==> config.mk <==
export PLATFORM = sky130hd
export DESIGN_NAME = dmc_mode_ctrl
export DESIGN_NICKNAME = d
export VERILOG_FILES = /design/src/pkg/dmc_pkg.sv /design/src/pkg/dmc_cfg_if.sv /design/src/logic/dmc_mode_ctrl.sv /design/src/logic/dmc_refresh_timer.sv /design/src/logic/dmc_addr_mux.sv
export VERILOG_INCLUDE_DIRS = /design/src /design/src/pkg
export SDC_FILE = /design/constraint.sdc
export NUM_CORES = 1
export LEC_CHECK = 0
export BUFFER_PORTS_ARGS = -buffer_cell sky130_fd_sc_hd__buf_4
export CAP_MARGIN = 20
export CORE_MARGIN = 1.5
export CORE_UTILIZATION = 49
export DETAILED_ROUTE_END_ITERATION = 10
export HOLD_SLACK_MARGIN = 0.12
export PLACE_DENSITY = 0.74
export SLEW_MARGIN = 15
export SYNTH_ARGS = -nofsm -noshare
export SYNTH_HDL_FRONTEND = slang
export SYNTH_SLANG_ARGS = --single-unit
==> constraint.sdc <==
create_clock -name clk -period 26.4 [get_ports clk]
set_clock_uncertainty 0.15 [all_clocks]
set_input_delay 3.96 -clock clk [delete_from_list [all_inputs] [get_ports clk]]
set_output_delay 3.96 -clock clk [all_outputs]
set_load 0.01 [all_outputs]
==> src/pkg/dmc_consts.svh <==
// register indices, field positions, reset values and timing counts
// of the dram mode control block; included by the package and the top
`ifndef DMC_CONSTS_SVH
`define DMC_CONSTS_SVH

`define DMC_IDX_EXT_CTRL   8'h56
`define DMC_IDX_CTRL       8'h57
`define DMC_EXT_RESET      8'h00
`define DMC_CTRL_RESET     8'h01
`define DMC_EXT_MASK       8'h1f
`define DMC_CTRL_MASK      8'hcf

`define DMC_BIT_SLE        4
`define DMC_BIT_TURNAROUND_INSERT_EN       3
`define DMC_BIT_DRV_LOW    2
`define DMC_BIT_DRV_UP     1
`define DMC_BIT_HDM        0
`define DMC_HOLE_MSB       7
`define DMC_HOLE_LSB       6
`define DMC_BIT_EDO        3
`define DMC_RATE_MSB       2
`define DMC_RATE_LSB       0

`define DMC_HOLE_LOW       2'h1
`define DMC_HOLE_HIGH      2'h2
`define DMC_HOLE_LOW_BASE  32'h0008_0000
`define DMC_HOLE_LOW_END   32'h000a_0000
`define DMC_HOLE_HIGH_BASE 32'h00f0_0000
`define DMC_HOLE_HIGH_END  32'h0100_0000

`define DMC_RATE_50        3'h1
`define DMC_RATE_60        3'h2
`define DMC_RATE_66        3'h3
`define DMC_REFRESH_NS     15600
`define DMC_REF_CYCLES(mhz) ((`DMC_REFRESH_NS * (mhz)) / 1000)

`define DMC_COL_LSB        3
`define DMC_ROW_LSB        15
`define DMC_ROW11_STD      26
`define DMC_ROW11_HDM      27
`define DMC_SYNC_DEPTH     2'h2

`endif

==> src/pkg/dmc_pkg.sv <==
// types and the shared hole decoder of the dram mode control block
// assumes dmc_consts.svh is on the include path
package dmc_pkg;
  `include "dmc_consts.svh"

  typedef enum logic [1:0] {
    DMC_TGT_CACHE = 2'b00,
    DMC_TGT_DRAM  = 2'b01,
    DMC_TGT_PCI   = 2'b10
  } dmc_target_e;

  typedef enum logic [3:0] {
    DMC_ST_IDLE    = 4'b0000,
    DMC_ST_DECODE  = 4'b0001,
    DMC_ST_ROW     = 4'b0010,
    DMC_ST_COL     = 4'b0011,
    DMC_ST_DATA    = 4'b0100,
    DMC_ST_RDWAIT  = 4'b0101,
    DMC_ST_REF_CAS = 4'b0110,
    DMC_ST_REF_RAS = 4'b0111
  } dmc_state_e;

  // reserved hole code decodes as no hole
  function automatic logic dmc_hole_hit(input logic [1:0]  sel,
                                        input logic [31:0] a);
    logic hit;
    hit = 1'b0;
    case (sel)
      `DMC_HOLE_LOW:  hit = (a >= `DMC_HOLE_LOW_BASE) &&
                            (a < `DMC_HOLE_LOW_END);
      `DMC_HOLE_HIGH: hit = (a >= `DMC_HOLE_HIGH_BASE) &&
                            (a < `DMC_HOLE_HIGH_END);
      default:        hit = 1'b0;
    endcase
    return hit;
  endfunction
endpackage

==> src/pkg/dmc_cfg_if.sv <==
// carrier between the controller and its refresh timer and address mux
// assumes all three sit on one clock
`timescale 1ns/1ps
interface dmc_cfg_if;
  logic [2:0]  refreshRate;
  logic        highDensity;
  logic        refreshPulse;
  logic [31:0] addr;
  logic [11:0] rowAddr;
  logic [11:0] colAddr;

  modport ctrl  (output refreshRate, highDensity, addr,
                 input  refreshPulse, rowAddr, colAddr);
  modport timer (input  refreshRate, output refreshPulse);
  modport mux   (input  highDensity, addr, output rowAddr, colAddr);
endinterface

==> src/logic/dmc_mode_ctrl.sv <==
// dram mode control registers and the dram cycle sequencer they steer
// assumes host decode, pci decode and avalon master share clk;
// the strap pin and the memory data pins are asynchronous
//
// The implementer's own choice: the Avalon-MM slave port.
`timescale 1ns/1ps
`include "dmc_consts.svh"

module dmc_mode_ctrl
  import dmc_pkg::*;
#(
  parameter int AW = 10,
  parameter int DW = 64
)
(
  // clock, reset, enable
  input  wire logic          clk,
  input  wire logic          reset,
  input  wire logic          clkEn,
  // avalon-mm register slave
  input  wire logic [AW-1:0] avsAddress,
  input  wire logic          avsRead,
  input  wire logic          avsWrite,
  input  wire logic [31:0]   avsWritedata,
  input  wire logic [3:0]    avsByteenable,
  output logic      [31:0]   avsReaddata,
  output logic               avsWaitrequest,
  // host cycle request and decode
  input  wire logic          hostReq,
  input  wire logic [31:0]   hostAddr,
  input  wire logic          hostWrite,
  input  wire logic [DW-1:0] hostWdata,
  input  wire logic          decodeDone,
  input  dmc_target_e        decodeTarget,
  output logic               hostDone,
  output logic      [DW-1:0] hostRdata,
  output logic               hostToPci,
  output logic               specCancel,
  // pci master claim
  input  wire logic          pciReq,
  input  wire logic [31:0]   pciAddr,
  input  wire logic          pciDramHit,
  output logic               pciDevsel,
  // reset strap pin
  input  wire logic          hostAddressStrapLine,
  // dram pins
  output logic      [11:2]   memoryAddressLines,
  output logic      [1:0]    lowAddrCopyA,
  output logic      [1:0]    lowAddrCopyB,
  output logic               rasN,
  output logic               casN,
  output logic               memoryWriteEnableN,
  input  wire logic [DW-1:0] memoryDataLinesIn,
  output logic      [DW-1:0] memoryDataLinesOut,
  output logic               memoryDataLinesOeN,
  // pad controls
  output logic               lowAddrDrive12mA,
  output logic               upperAddrDrive12mA,
  output logic               edoDetectTiming
);
  typedef struct packed {
    dmc_state_e    st;
    logic          waitReq;
    logic [7:0]    rdData;
    logic [7:0]    extCtrl;
    logic [7:0]    ctrl;
    logic          strapPending;
    logic          strapS1;
    logic          strapS2;
    logic [DW-1:0] rdS1;
    logic [DW-1:0] rdS2;
    logic [31:0]   addr;
    logic          isWrite;
    logic [DW-1:0] wdata;
    logic          spec;
    logic [1:0]    tCnt;
    logic          refPend;
    logic [11:0]   memAddr;
    logic          rasN;
    logic          casN;
    logic          weN;
    logic          oeN;
    logic [DW-1:0] mdOut;
    logic [DW-1:0] hostRdata;
    logic          hostDone;
    logic          hostToPci;
    logic          specCancel;
    logic          pciDevsel;
  } dmc_ctrl_s;

  dmc_ctrl_s q_reg;
  dmc_ctrl_s q_next;
  dmc_cfg_if cfg ();

  logic [1:0] holeSel;
  logic       speculative_leadoff_en;
  logic       turnaround_insert_en;
  logic       edo;
  logic       hostHole;
  logic       dramOk;
  logic       toPci;

  function automatic logic regHit(input logic [AW-1:0] a,
                                  input logic [7:0]    idx);
    return a == AW'({idx, 2'b00});
  endfunction

  function automatic logic [7:0] regRead(input logic [AW-1:0] a,
                                         input dmc_ctrl_s     s);
    logic [7:0] v;
    v = 8'h00;
    if (regHit(a, `DMC_IDX_EXT_CTRL))
      v = s.extCtrl & `DMC_EXT_MASK;
    else if (regHit(a, `DMC_IDX_CTRL))
      v = s.ctrl & `DMC_CTRL_MASK;
    return v;
  endfunction

  assign holeSel = q_reg.ctrl[`DMC_HOLE_MSB:`DMC_HOLE_LSB];
  assign speculative_leadoff_en     = q_reg.extCtrl[`DMC_BIT_SLE];
  assign turnaround_insert_en    = q_reg.extCtrl[`DMC_BIT_TURNAROUND_INSERT_EN];
  assign edo     = q_reg.ctrl[`DMC_BIT_EDO];
  assign hostHole = dmc_hole_hit(holeSel, q_reg.addr);
  assign dramOk  = (decodeTarget == DMC_TGT_DRAM) && !hostHole;
  assign toPci   = (decodeTarget == DMC_TGT_PCI) || hostHole;

  // the mux looks at the incoming address while idle so a
  // speculative row can leave in the same cycle the request lands
  assign cfg.addr = (q_reg.st == DMC_ST_IDLE) ? hostAddr : q_reg.addr;
  assign cfg.highDensity = q_reg.extCtrl[`DMC_BIT_HDM];
  assign cfg.refreshRate = q_reg.ctrl[`DMC_RATE_MSB:`DMC_RATE_LSB];

  dmc_refresh_timer u_timer (
    .clk   (clk),
    .reset (reset),
    .clkEn (clkEn),
    .cfg   (cfg.timer)
  );

  dmc_addr_mux u_mux (
    .cfg (cfg.mux)
  );

  always_comb
  begin
    q_next = q_reg;
    q_next.hostDone   = 1'b0;
    q_next.hostToPci  = 1'b0;
    q_next.specCancel = 1'b0;
    q_next.pciDevsel  = 1'b0;
    q_next.strapS1 = hostAddressStrapLine;
    q_next.strapS2 = q_reg.strapS1;
    q_next.rdS1    = memoryDataLinesIn;
    q_next.rdS2    = q_reg.rdS1;

    // strap is taken on the first edge after reset release
    if (q_reg.strapPending)
    begin
      q_next.ctrl[0]      = ~q_reg.strapS2;
      q_next.strapPending = 1'b0;
    end

    // one wait state per access; writes land on the edge that
    // the master sees waitrequest low, after the strap load
    q_next.waitReq = 1'b1;
    if ((avsRead || avsWrite) && q_reg.waitReq)
    begin
      q_next.waitReq = 1'b0;
      q_next.rdData  = regRead(avsAddress, q_reg);
    end
    if (avsWrite && !q_reg.waitReq && avsByteenable[0])
    begin
      if (regHit(avsAddress, `DMC_IDX_EXT_CTRL))
        q_next.extCtrl = avsWritedata[7:0] & `DMC_EXT_MASK;
      if (regHit(avsAddress, `DMC_IDX_CTRL))
        q_next.ctrl = avsWritedata[7:0] & `DMC_CTRL_MASK;
    end

    if (pciReq && pciDramHit && !dmc_hole_hit(holeSel, pciAddr))
      q_next.pciDevsel = 1'b1;

    case (q_reg.st)
      DMC_ST_IDLE:
      begin
        if (q_reg.refPend)
        begin
          q_next.refPend = 1'b0;
          q_next.casN    = 1'b0;
          q_next.st      = DMC_ST_REF_CAS;
        end
        else if (hostReq)
        begin
          q_next.addr    = hostAddr;
          q_next.isWrite = hostWrite;
          q_next.wdata   = hostWdata;
          // only reads may start early; write data must not move
          if (speculative_leadoff_en && !hostWrite)
          begin
            q_next.spec    = 1'b1;
            q_next.rasN    = 1'b0;
            q_next.memAddr = cfg.rowAddr;
            q_next.st      = DMC_ST_ROW;
          end
          else
            q_next.st = DMC_ST_DECODE;
        end
      end
      DMC_ST_DECODE:
      begin
        if (decodeDone)
        begin
          if (dramOk)
          begin
            q_next.rasN    = 1'b0;
            q_next.memAddr = cfg.rowAddr;
            q_next.st      = DMC_ST_ROW;
          end
          else
          begin
            q_next.hostToPci = toPci;
            q_next.st        = DMC_ST_IDLE;
          end
        end
      end
      DMC_ST_ROW:
      begin
        q_next.casN    = 1'b0;
        q_next.memAddr = cfg.colAddr;
        q_next.weN     = ~q_reg.isWrite;
        if (q_reg.isWrite)
          q_next.tCnt = turnaround_insert_en ? 2'h2 : 2'h1;
        else
          q_next.tCnt = edo ? 2'h2 : 2'h1;
        q_next.st = DMC_ST_COL;
      end
      DMC_ST_COL:
      begin
        if (q_reg.tCnt > 2'h1)
          q_next.tCnt = q_reg.tCnt - 2'h1;
        else if (q_reg.isWrite)
        begin
          q_next.oeN   = 1'b0;
          q_next.mdOut = q_reg.wdata;
          q_next.st    = DMC_ST_DATA;
        end
        else
        begin
          q_next.tCnt = `DMC_SYNC_DEPTH;
          q_next.st   = DMC_ST_RDWAIT;
        end
      end
      DMC_ST_DATA:
      begin
        q_next.oeN      = 1'b1;
        q_next.weN      = 1'b1;
        q_next.casN     = 1'b1;
        q_next.rasN     = 1'b1;
        q_next.hostDone = 1'b1;
        q_next.st       = DMC_ST_IDLE;
      end
      DMC_ST_RDWAIT:
      begin
        // data cannot be handed over until the decode agrees
        if (q_reg.tCnt > 2'h1)
          q_next.tCnt = q_reg.tCnt - 2'h1;
        else if (!q_reg.spec)
        begin
          q_next.hostRdata = q_reg.rdS2;
          q_next.hostDone  = 1'b1;
          q_next.casN      = 1'b1;
          q_next.rasN      = 1'b1;
          q_next.st        = DMC_ST_IDLE;
        end
      end
      DMC_ST_REF_CAS:
      begin
        q_next.rasN = 1'b0;
        q_next.st   = DMC_ST_REF_RAS;
      end
      DMC_ST_REF_RAS:
      begin
        q_next.rasN = 1'b1;
        q_next.casN = 1'b1;
        q_next.st   = DMC_ST_IDLE;
      end
      default:
        q_next.st = DMC_ST_IDLE;
    endcase

    if (q_reg.spec && decodeDone && q_reg.st != DMC_ST_IDLE)
    begin
      if (dramOk)
        q_next.spec = 1'b0;
      else
      begin
        q_next.spec       = 1'b0;
        q_next.specCancel = 1'b1;
        q_next.hostToPci  = toPci;
        q_next.rasN       = 1'b1;
        q_next.casN       = 1'b1;
        q_next.weN        = 1'b1;
        q_next.oeN        = 1'b1;
        q_next.st         = DMC_ST_IDLE;
      end
    end

    // a refresh tick in the cycle its pending flag is taken wins
    if (cfg.refreshPulse)
      q_next.refPend = 1'b1;

    if (reset)
    begin
      q_next = '0;
      q_next.st           = DMC_ST_IDLE;
      q_next.waitReq      = 1'b1;
      q_next.extCtrl      = `DMC_EXT_RESET;
      q_next.ctrl         = `DMC_CTRL_RESET;
      q_next.strapPending = 1'b1;
      q_next.rasN         = 1'b1;
      q_next.casN         = 1'b1;
      q_next.weN          = 1'b1;
      q_next.oeN          = 1'b1;
      q_next.strapS1      = hostAddressStrapLine;
      q_next.strapS2      = q_reg.strapS1;
    end
  end

  always_ff @(posedge clk)
  begin
    if (reset || clkEn)
      q_reg <= q_next;
  end

  assign avsReaddata        = {24'h000000, q_reg.rdData};
  assign avsWaitrequest     = q_reg.waitReq;
  assign hostDone           = q_reg.hostDone;
  assign hostRdata          = q_reg.hostRdata;
  assign hostToPci          = q_reg.hostToPci;
  assign specCancel         = q_reg.specCancel;
  assign pciDevsel          = q_reg.pciDevsel;
  assign memoryAddressLines = q_reg.memAddr[11:2];
  assign lowAddrCopyA       = q_reg.memAddr[1:0];
  assign lowAddrCopyB       = q_reg.memAddr[1:0];
  assign rasN               = q_reg.rasN;
  assign casN               = q_reg.casN;
  assign memoryWriteEnableN = q_reg.weN;
  assign memoryDataLinesOut = q_reg.mdOut;
  assign memoryDataLinesOeN = q_reg.oeN;
  // pads only take a strength code; the ma/we buffers live outside
  assign lowAddrDrive12mA   = q_reg.extCtrl[`DMC_BIT_DRV_LOW];
  assign upperAddrDrive12mA = q_reg.extCtrl[`DMC_BIT_DRV_UP];
  assign edoDetectTiming    = q_reg.ctrl[`DMC_BIT_EDO];
endmodule

==> src/logic/dmc_refresh_timer.sv <==
// refresh pacer: one pulse per refresh interval at the chosen bus rate
// assumes the rate field comes from the control register
`timescale 1ns/1ps
`include "dmc_consts.svh"
module dmc_refresh_timer
  import dmc_pkg::*;
(
  // clock and reset
  input wire logic clk,
  input wire logic reset,
  input wire logic clkEn,
  // configuration
  dmc_cfg_if.timer cfg
);
  typedef struct packed {
    logic [10:0] cnt;
    logic        pulse;
  } dmc_timer_s;

  dmc_timer_s q_reg;
  dmc_timer_s q_next;
  logic [10:0] lim;

  always_comb
  begin
    lim    = 11'h0;
    q_next = q_reg;
    q_next.pulse = 1'b0;
    case (cfg.refreshRate)
      `DMC_RATE_50: lim = 11'(`DMC_REF_CYCLES(50));
      `DMC_RATE_60: lim = 11'(`DMC_REF_CYCLES(60));
      `DMC_RATE_66: lim = 11'(`DMC_REF_CYCLES(66));
      default:      lim = 11'h0;
    endcase
    // off and reserved codes both stop refresh; data will decay
    if (lim == 11'h0)
      q_next.cnt = 11'h0;
    else if (q_reg.cnt >= lim - 11'h1)
    begin
      q_next.cnt   = 11'h0;
      q_next.pulse = 1'b1;
    end
    else
      q_next.cnt = q_reg.cnt + 11'h1;
    if (reset)
      q_next = '0;
  end

  always_ff @(posedge clk)
  begin
    if (reset || clkEn)
      q_reg <= q_next;
  end

  assign cfg.refreshPulse = q_reg.pulse;
endmodule

==> src/logic/dmc_addr_mux.sv <==
// row and column address split of a host address
// assumes the address is held stable by the controller
`timescale 1ns/1ps
`include "dmc_consts.svh"
module dmc_addr_mux
  import dmc_pkg::*;
(
  // address in, row and column out
  dmc_cfg_if.mux cfg
);
  logic rowTop;

  // high density parts take a different host bit on row line 11
  assign rowTop = cfg.highDensity ? cfg.addr[`DMC_ROW11_HDM] :
                  cfg.addr[`DMC_ROW11_STD];
  // no remapping: a hole only blocks access, addresses stay put
  assign cfg.rowAddr = {rowTop,
                        cfg.addr[`DMC_ROW_LSB +: 11]};
  assign cfg.colAddr = cfg.addr[`DMC_COL_LSB +: 12];
endmodule

==> results.toml <==
[floorplan]
fp.dieH_microns = 195
die_w_microns = 195
io_pins = 437
core_sq_um = 36500
rows = 70
fp.dieArea_sq_um = 38100
start_util = 0.496

[sta]
fmax_mhz = 140
timing.final.ws_setup_ns = 19.24
hold_slack_ns = 0.274
grt_setup_unrepaired = "no"
worstMarginPinSlew_ns = 1.07
setup-tns-final_ns = 0
finalHoldViolCount = 0
setup_viol = 0
min_period_ns = 7.16
maxSlewViolCount = 0
relSlewSlack = 0.285
fin_crit_sh = 0.271

[synthesis]
synth_edf_count = 412
ys_warn_count = 0
synth_largest_area_cell = "edfxtp_1"
synth_cell_type_count = 63
ys.flop_type = "edfxtp_1"
syn_inst = 1308
avgSynthCellArea_sq_um = 13.8
syn_area_sq_um = 18100
async_flop_share = 0
synthTopCellsByArea = "edfxtp_1, nor2b_1, buf_4, and2_1, ha_1"
yosysSeqAreaShare = 0.683
synth_top_area_share = 0.683
synth_seq_cells = 412

[cells_and_area]
multi_input_area_sq_um = 4320
n_fill_cell = 2843
register_area_sq_um = 12400
fin_util = 0.590
syn_to_final_growth_pct = 18.9
final_cells = 2027
drive_gt1_frac = 0.285
stdcell_area_sq_um = 21500
largest_reg_flops = 235
nets = 1795

[power]
ir_worst_vdd_mv = 0.0405
finalPower_mw = 1.50
p_leak_nw = 8.56
pwr_density_cell_nw_per_um2 = 69.6

[cts]
clock_latency_ns = 0.54
cts_buffer_depth = 3
cts.sinks = 412
cts.htree.levels = 2
root_buffer = "clkbuf_16"
cts_hold_buf = 0
cts_setup_buffers = 0
clkTransAtPathRegs_ns = 0.05
cts_resized = 0
cts_buffers = 44
cts_tree = "built"

[detailed_routing]
num_vias = 9955
ant_nets = 0
drtIter0Drc = 640
drc = 0
dr.pass1.iters = 7
avgRoutedWirePerCell_microns = 16.9
wl_microns = 34200
via_per_inst = 4.91

[placement]
dpl.cell_count = 1944
place.detailed.hpwl_microns = 22900
globalplace.congestion = 0.875
port_buffers = 363
post-place-ws_ns = 18.54
place_area_sq_um = 20100

[setup_path]
cp-start-kind = "primary input"
rr_endpoint = "q_reg[210]$_SDFFCE_PP0P_"
ff2ff_setup_slack_ns = 22.96
r2r_cells = 4
worstPathArrival_ns = 7.16
path_max_fanout = 146
crit_required_ns = 26.40
end_kind = "flop"
crit_type = "in2reg"
timing.rr.start = "q_reg[407]$_SDFFCE_PP0N_"

[hold_path]
hp-class = "reg2reg"
min_path_cells = 0
min_from = "q_reg[378]$_DFFE_PN_"
hold_path_end = "q_reg[377]$_DFFE_PN_"

[job]
drv_cap = 0

[global_routing]
grt_max_degree = 147
grt.total_usage = 0.177
antenna_found_initial = 4
grt-ovfl-total = 0
grt_pass1_wl_microns = 53000
first_global_vias = 9910

[status]
status = "completed"
## synthesized netlist by cell type, types with 2 or more instances
master / count
nand3_1: 14
xnor2_1: 4
o21ai_0: 28
mux2i_1: 19
nor2_1: 48
a21oi_1: 24
nand2b_1: 6
or2_2: 3
or4b_1: 2
nor3b_1: 2
nand2_1: 34
nor4_4: 2
nor4_1: 4
o211ai_1: 2
nand4_1: 3
or3_1: 2
edfxtp_1: 412
a31oi_1: 4
and3_1: 6
nor4bb_1: 2
clkbuf_1: 50
a211oi_1: 2
nand4b_1: 2
o21bai_1: 2
buf_4: 174
inv_1: 17
xor2_1: 7
ha_1: 20
o31ai_1: 4
nor2b_1: 233
a21o_1: 2
and2_1: 135
nor3_1: 9
## cell families (layout without fill, tap and decap cells)
| logic type | count (synthesis) | in the layout | synth area share |
|---|---|---|---|
| other | 1 | 29 | 0.000207 |
| multiplexers | 20 | 20 | 0.0117 |
| adder cells (fa/ha/maj) | 20 | 20 | 0.0138 |
| flip-flops | 412 | 412 | 0.683 |
| XOR/XNOR | 11 | 11 | 0.00532 |
| AO/OA/AOI/OAI | 84 | 84 | 0.0287 |
| buffers and inverters | 244 | 467 | 0.0872 |
| AND/OR/NAND/NOR | 516 | 516 | 0.170 |
## worst max path at each step
stage / cells past startpoint / end / startpoint
6_report: 4 / q_reg[326]$_SDFFCE_PP0N_ / reset
5_1_grt: 4 / q_reg[322]$_SDFFCE_PP0N_ / reset
4_1_cts: 4 / q_reg[321]$_SDFFCE_PP0N_ / reset
3_5_place_dp: 4 / q_reg[253]$_SDFFCE_PP0N_ / reset
3_3_place_gp: 4 / q_reg[251]$_SDFFCE_PP0N_ / reset
2_1_floorplan: 2 / q_reg[152]$_SDFFCE_PP0P_ / clkEn
## cell usage in the layout, fill, tap and decap left out, drive strengths merged, types with 19 or more instances in the layout
master,instances
o21ai,28
buf,371
conb,26
and2,135
nor2b,233
ha,20
a21oi,24
nand2,34
clkbuf,61
nor2,48
mux2i,19
edfxtp,412
## metal layers
layer,vias to the layer above,global-route usage,share of wire
met4,2,0.0646,0.030
met5,-,0,0.00038
li1,4795,-,-
met2,339,0.310,0.51
met3,74,0.0430,0.066
met1,4745,0.214,0.39
## final cells by class
class | count | share of cell area
Antenna cell | 3 | 0.000349
Clock buffer | 60 | 0.0559
Clock inverter | 18 | 0.00749
Tap cell | 468 | 0.0272
Inverter | 17 | 0.00296
Multi-Input combinational cell | 677 | 0.201
Timing Repair Buffer | 372 | 0.131
Sequential cell | 412 | 0.574
## where the power goes
| group | total [mW] | leakage (nW) | internal (mW) | switching (mW) |
|---|---|---|---|---|
| registers | 0.790 | 4.30 | 0.773 | 0.0167 |
| clock network | 0.581 | 0.659 | 0.347 | 0.234 |
| logic | 0.128 | 3.60 | 0.0623 | 0.0657 |
| total | 1.50 | 8.56 | 1.18 | 0.317 |
## critical path, stage by stage
cell	delay, ns
clkbuf_8	0.59
inv_1	0.64
nand2_4	0.91
buf_4	0.89
Note: power is estimated with default switching activity, not from simulation.
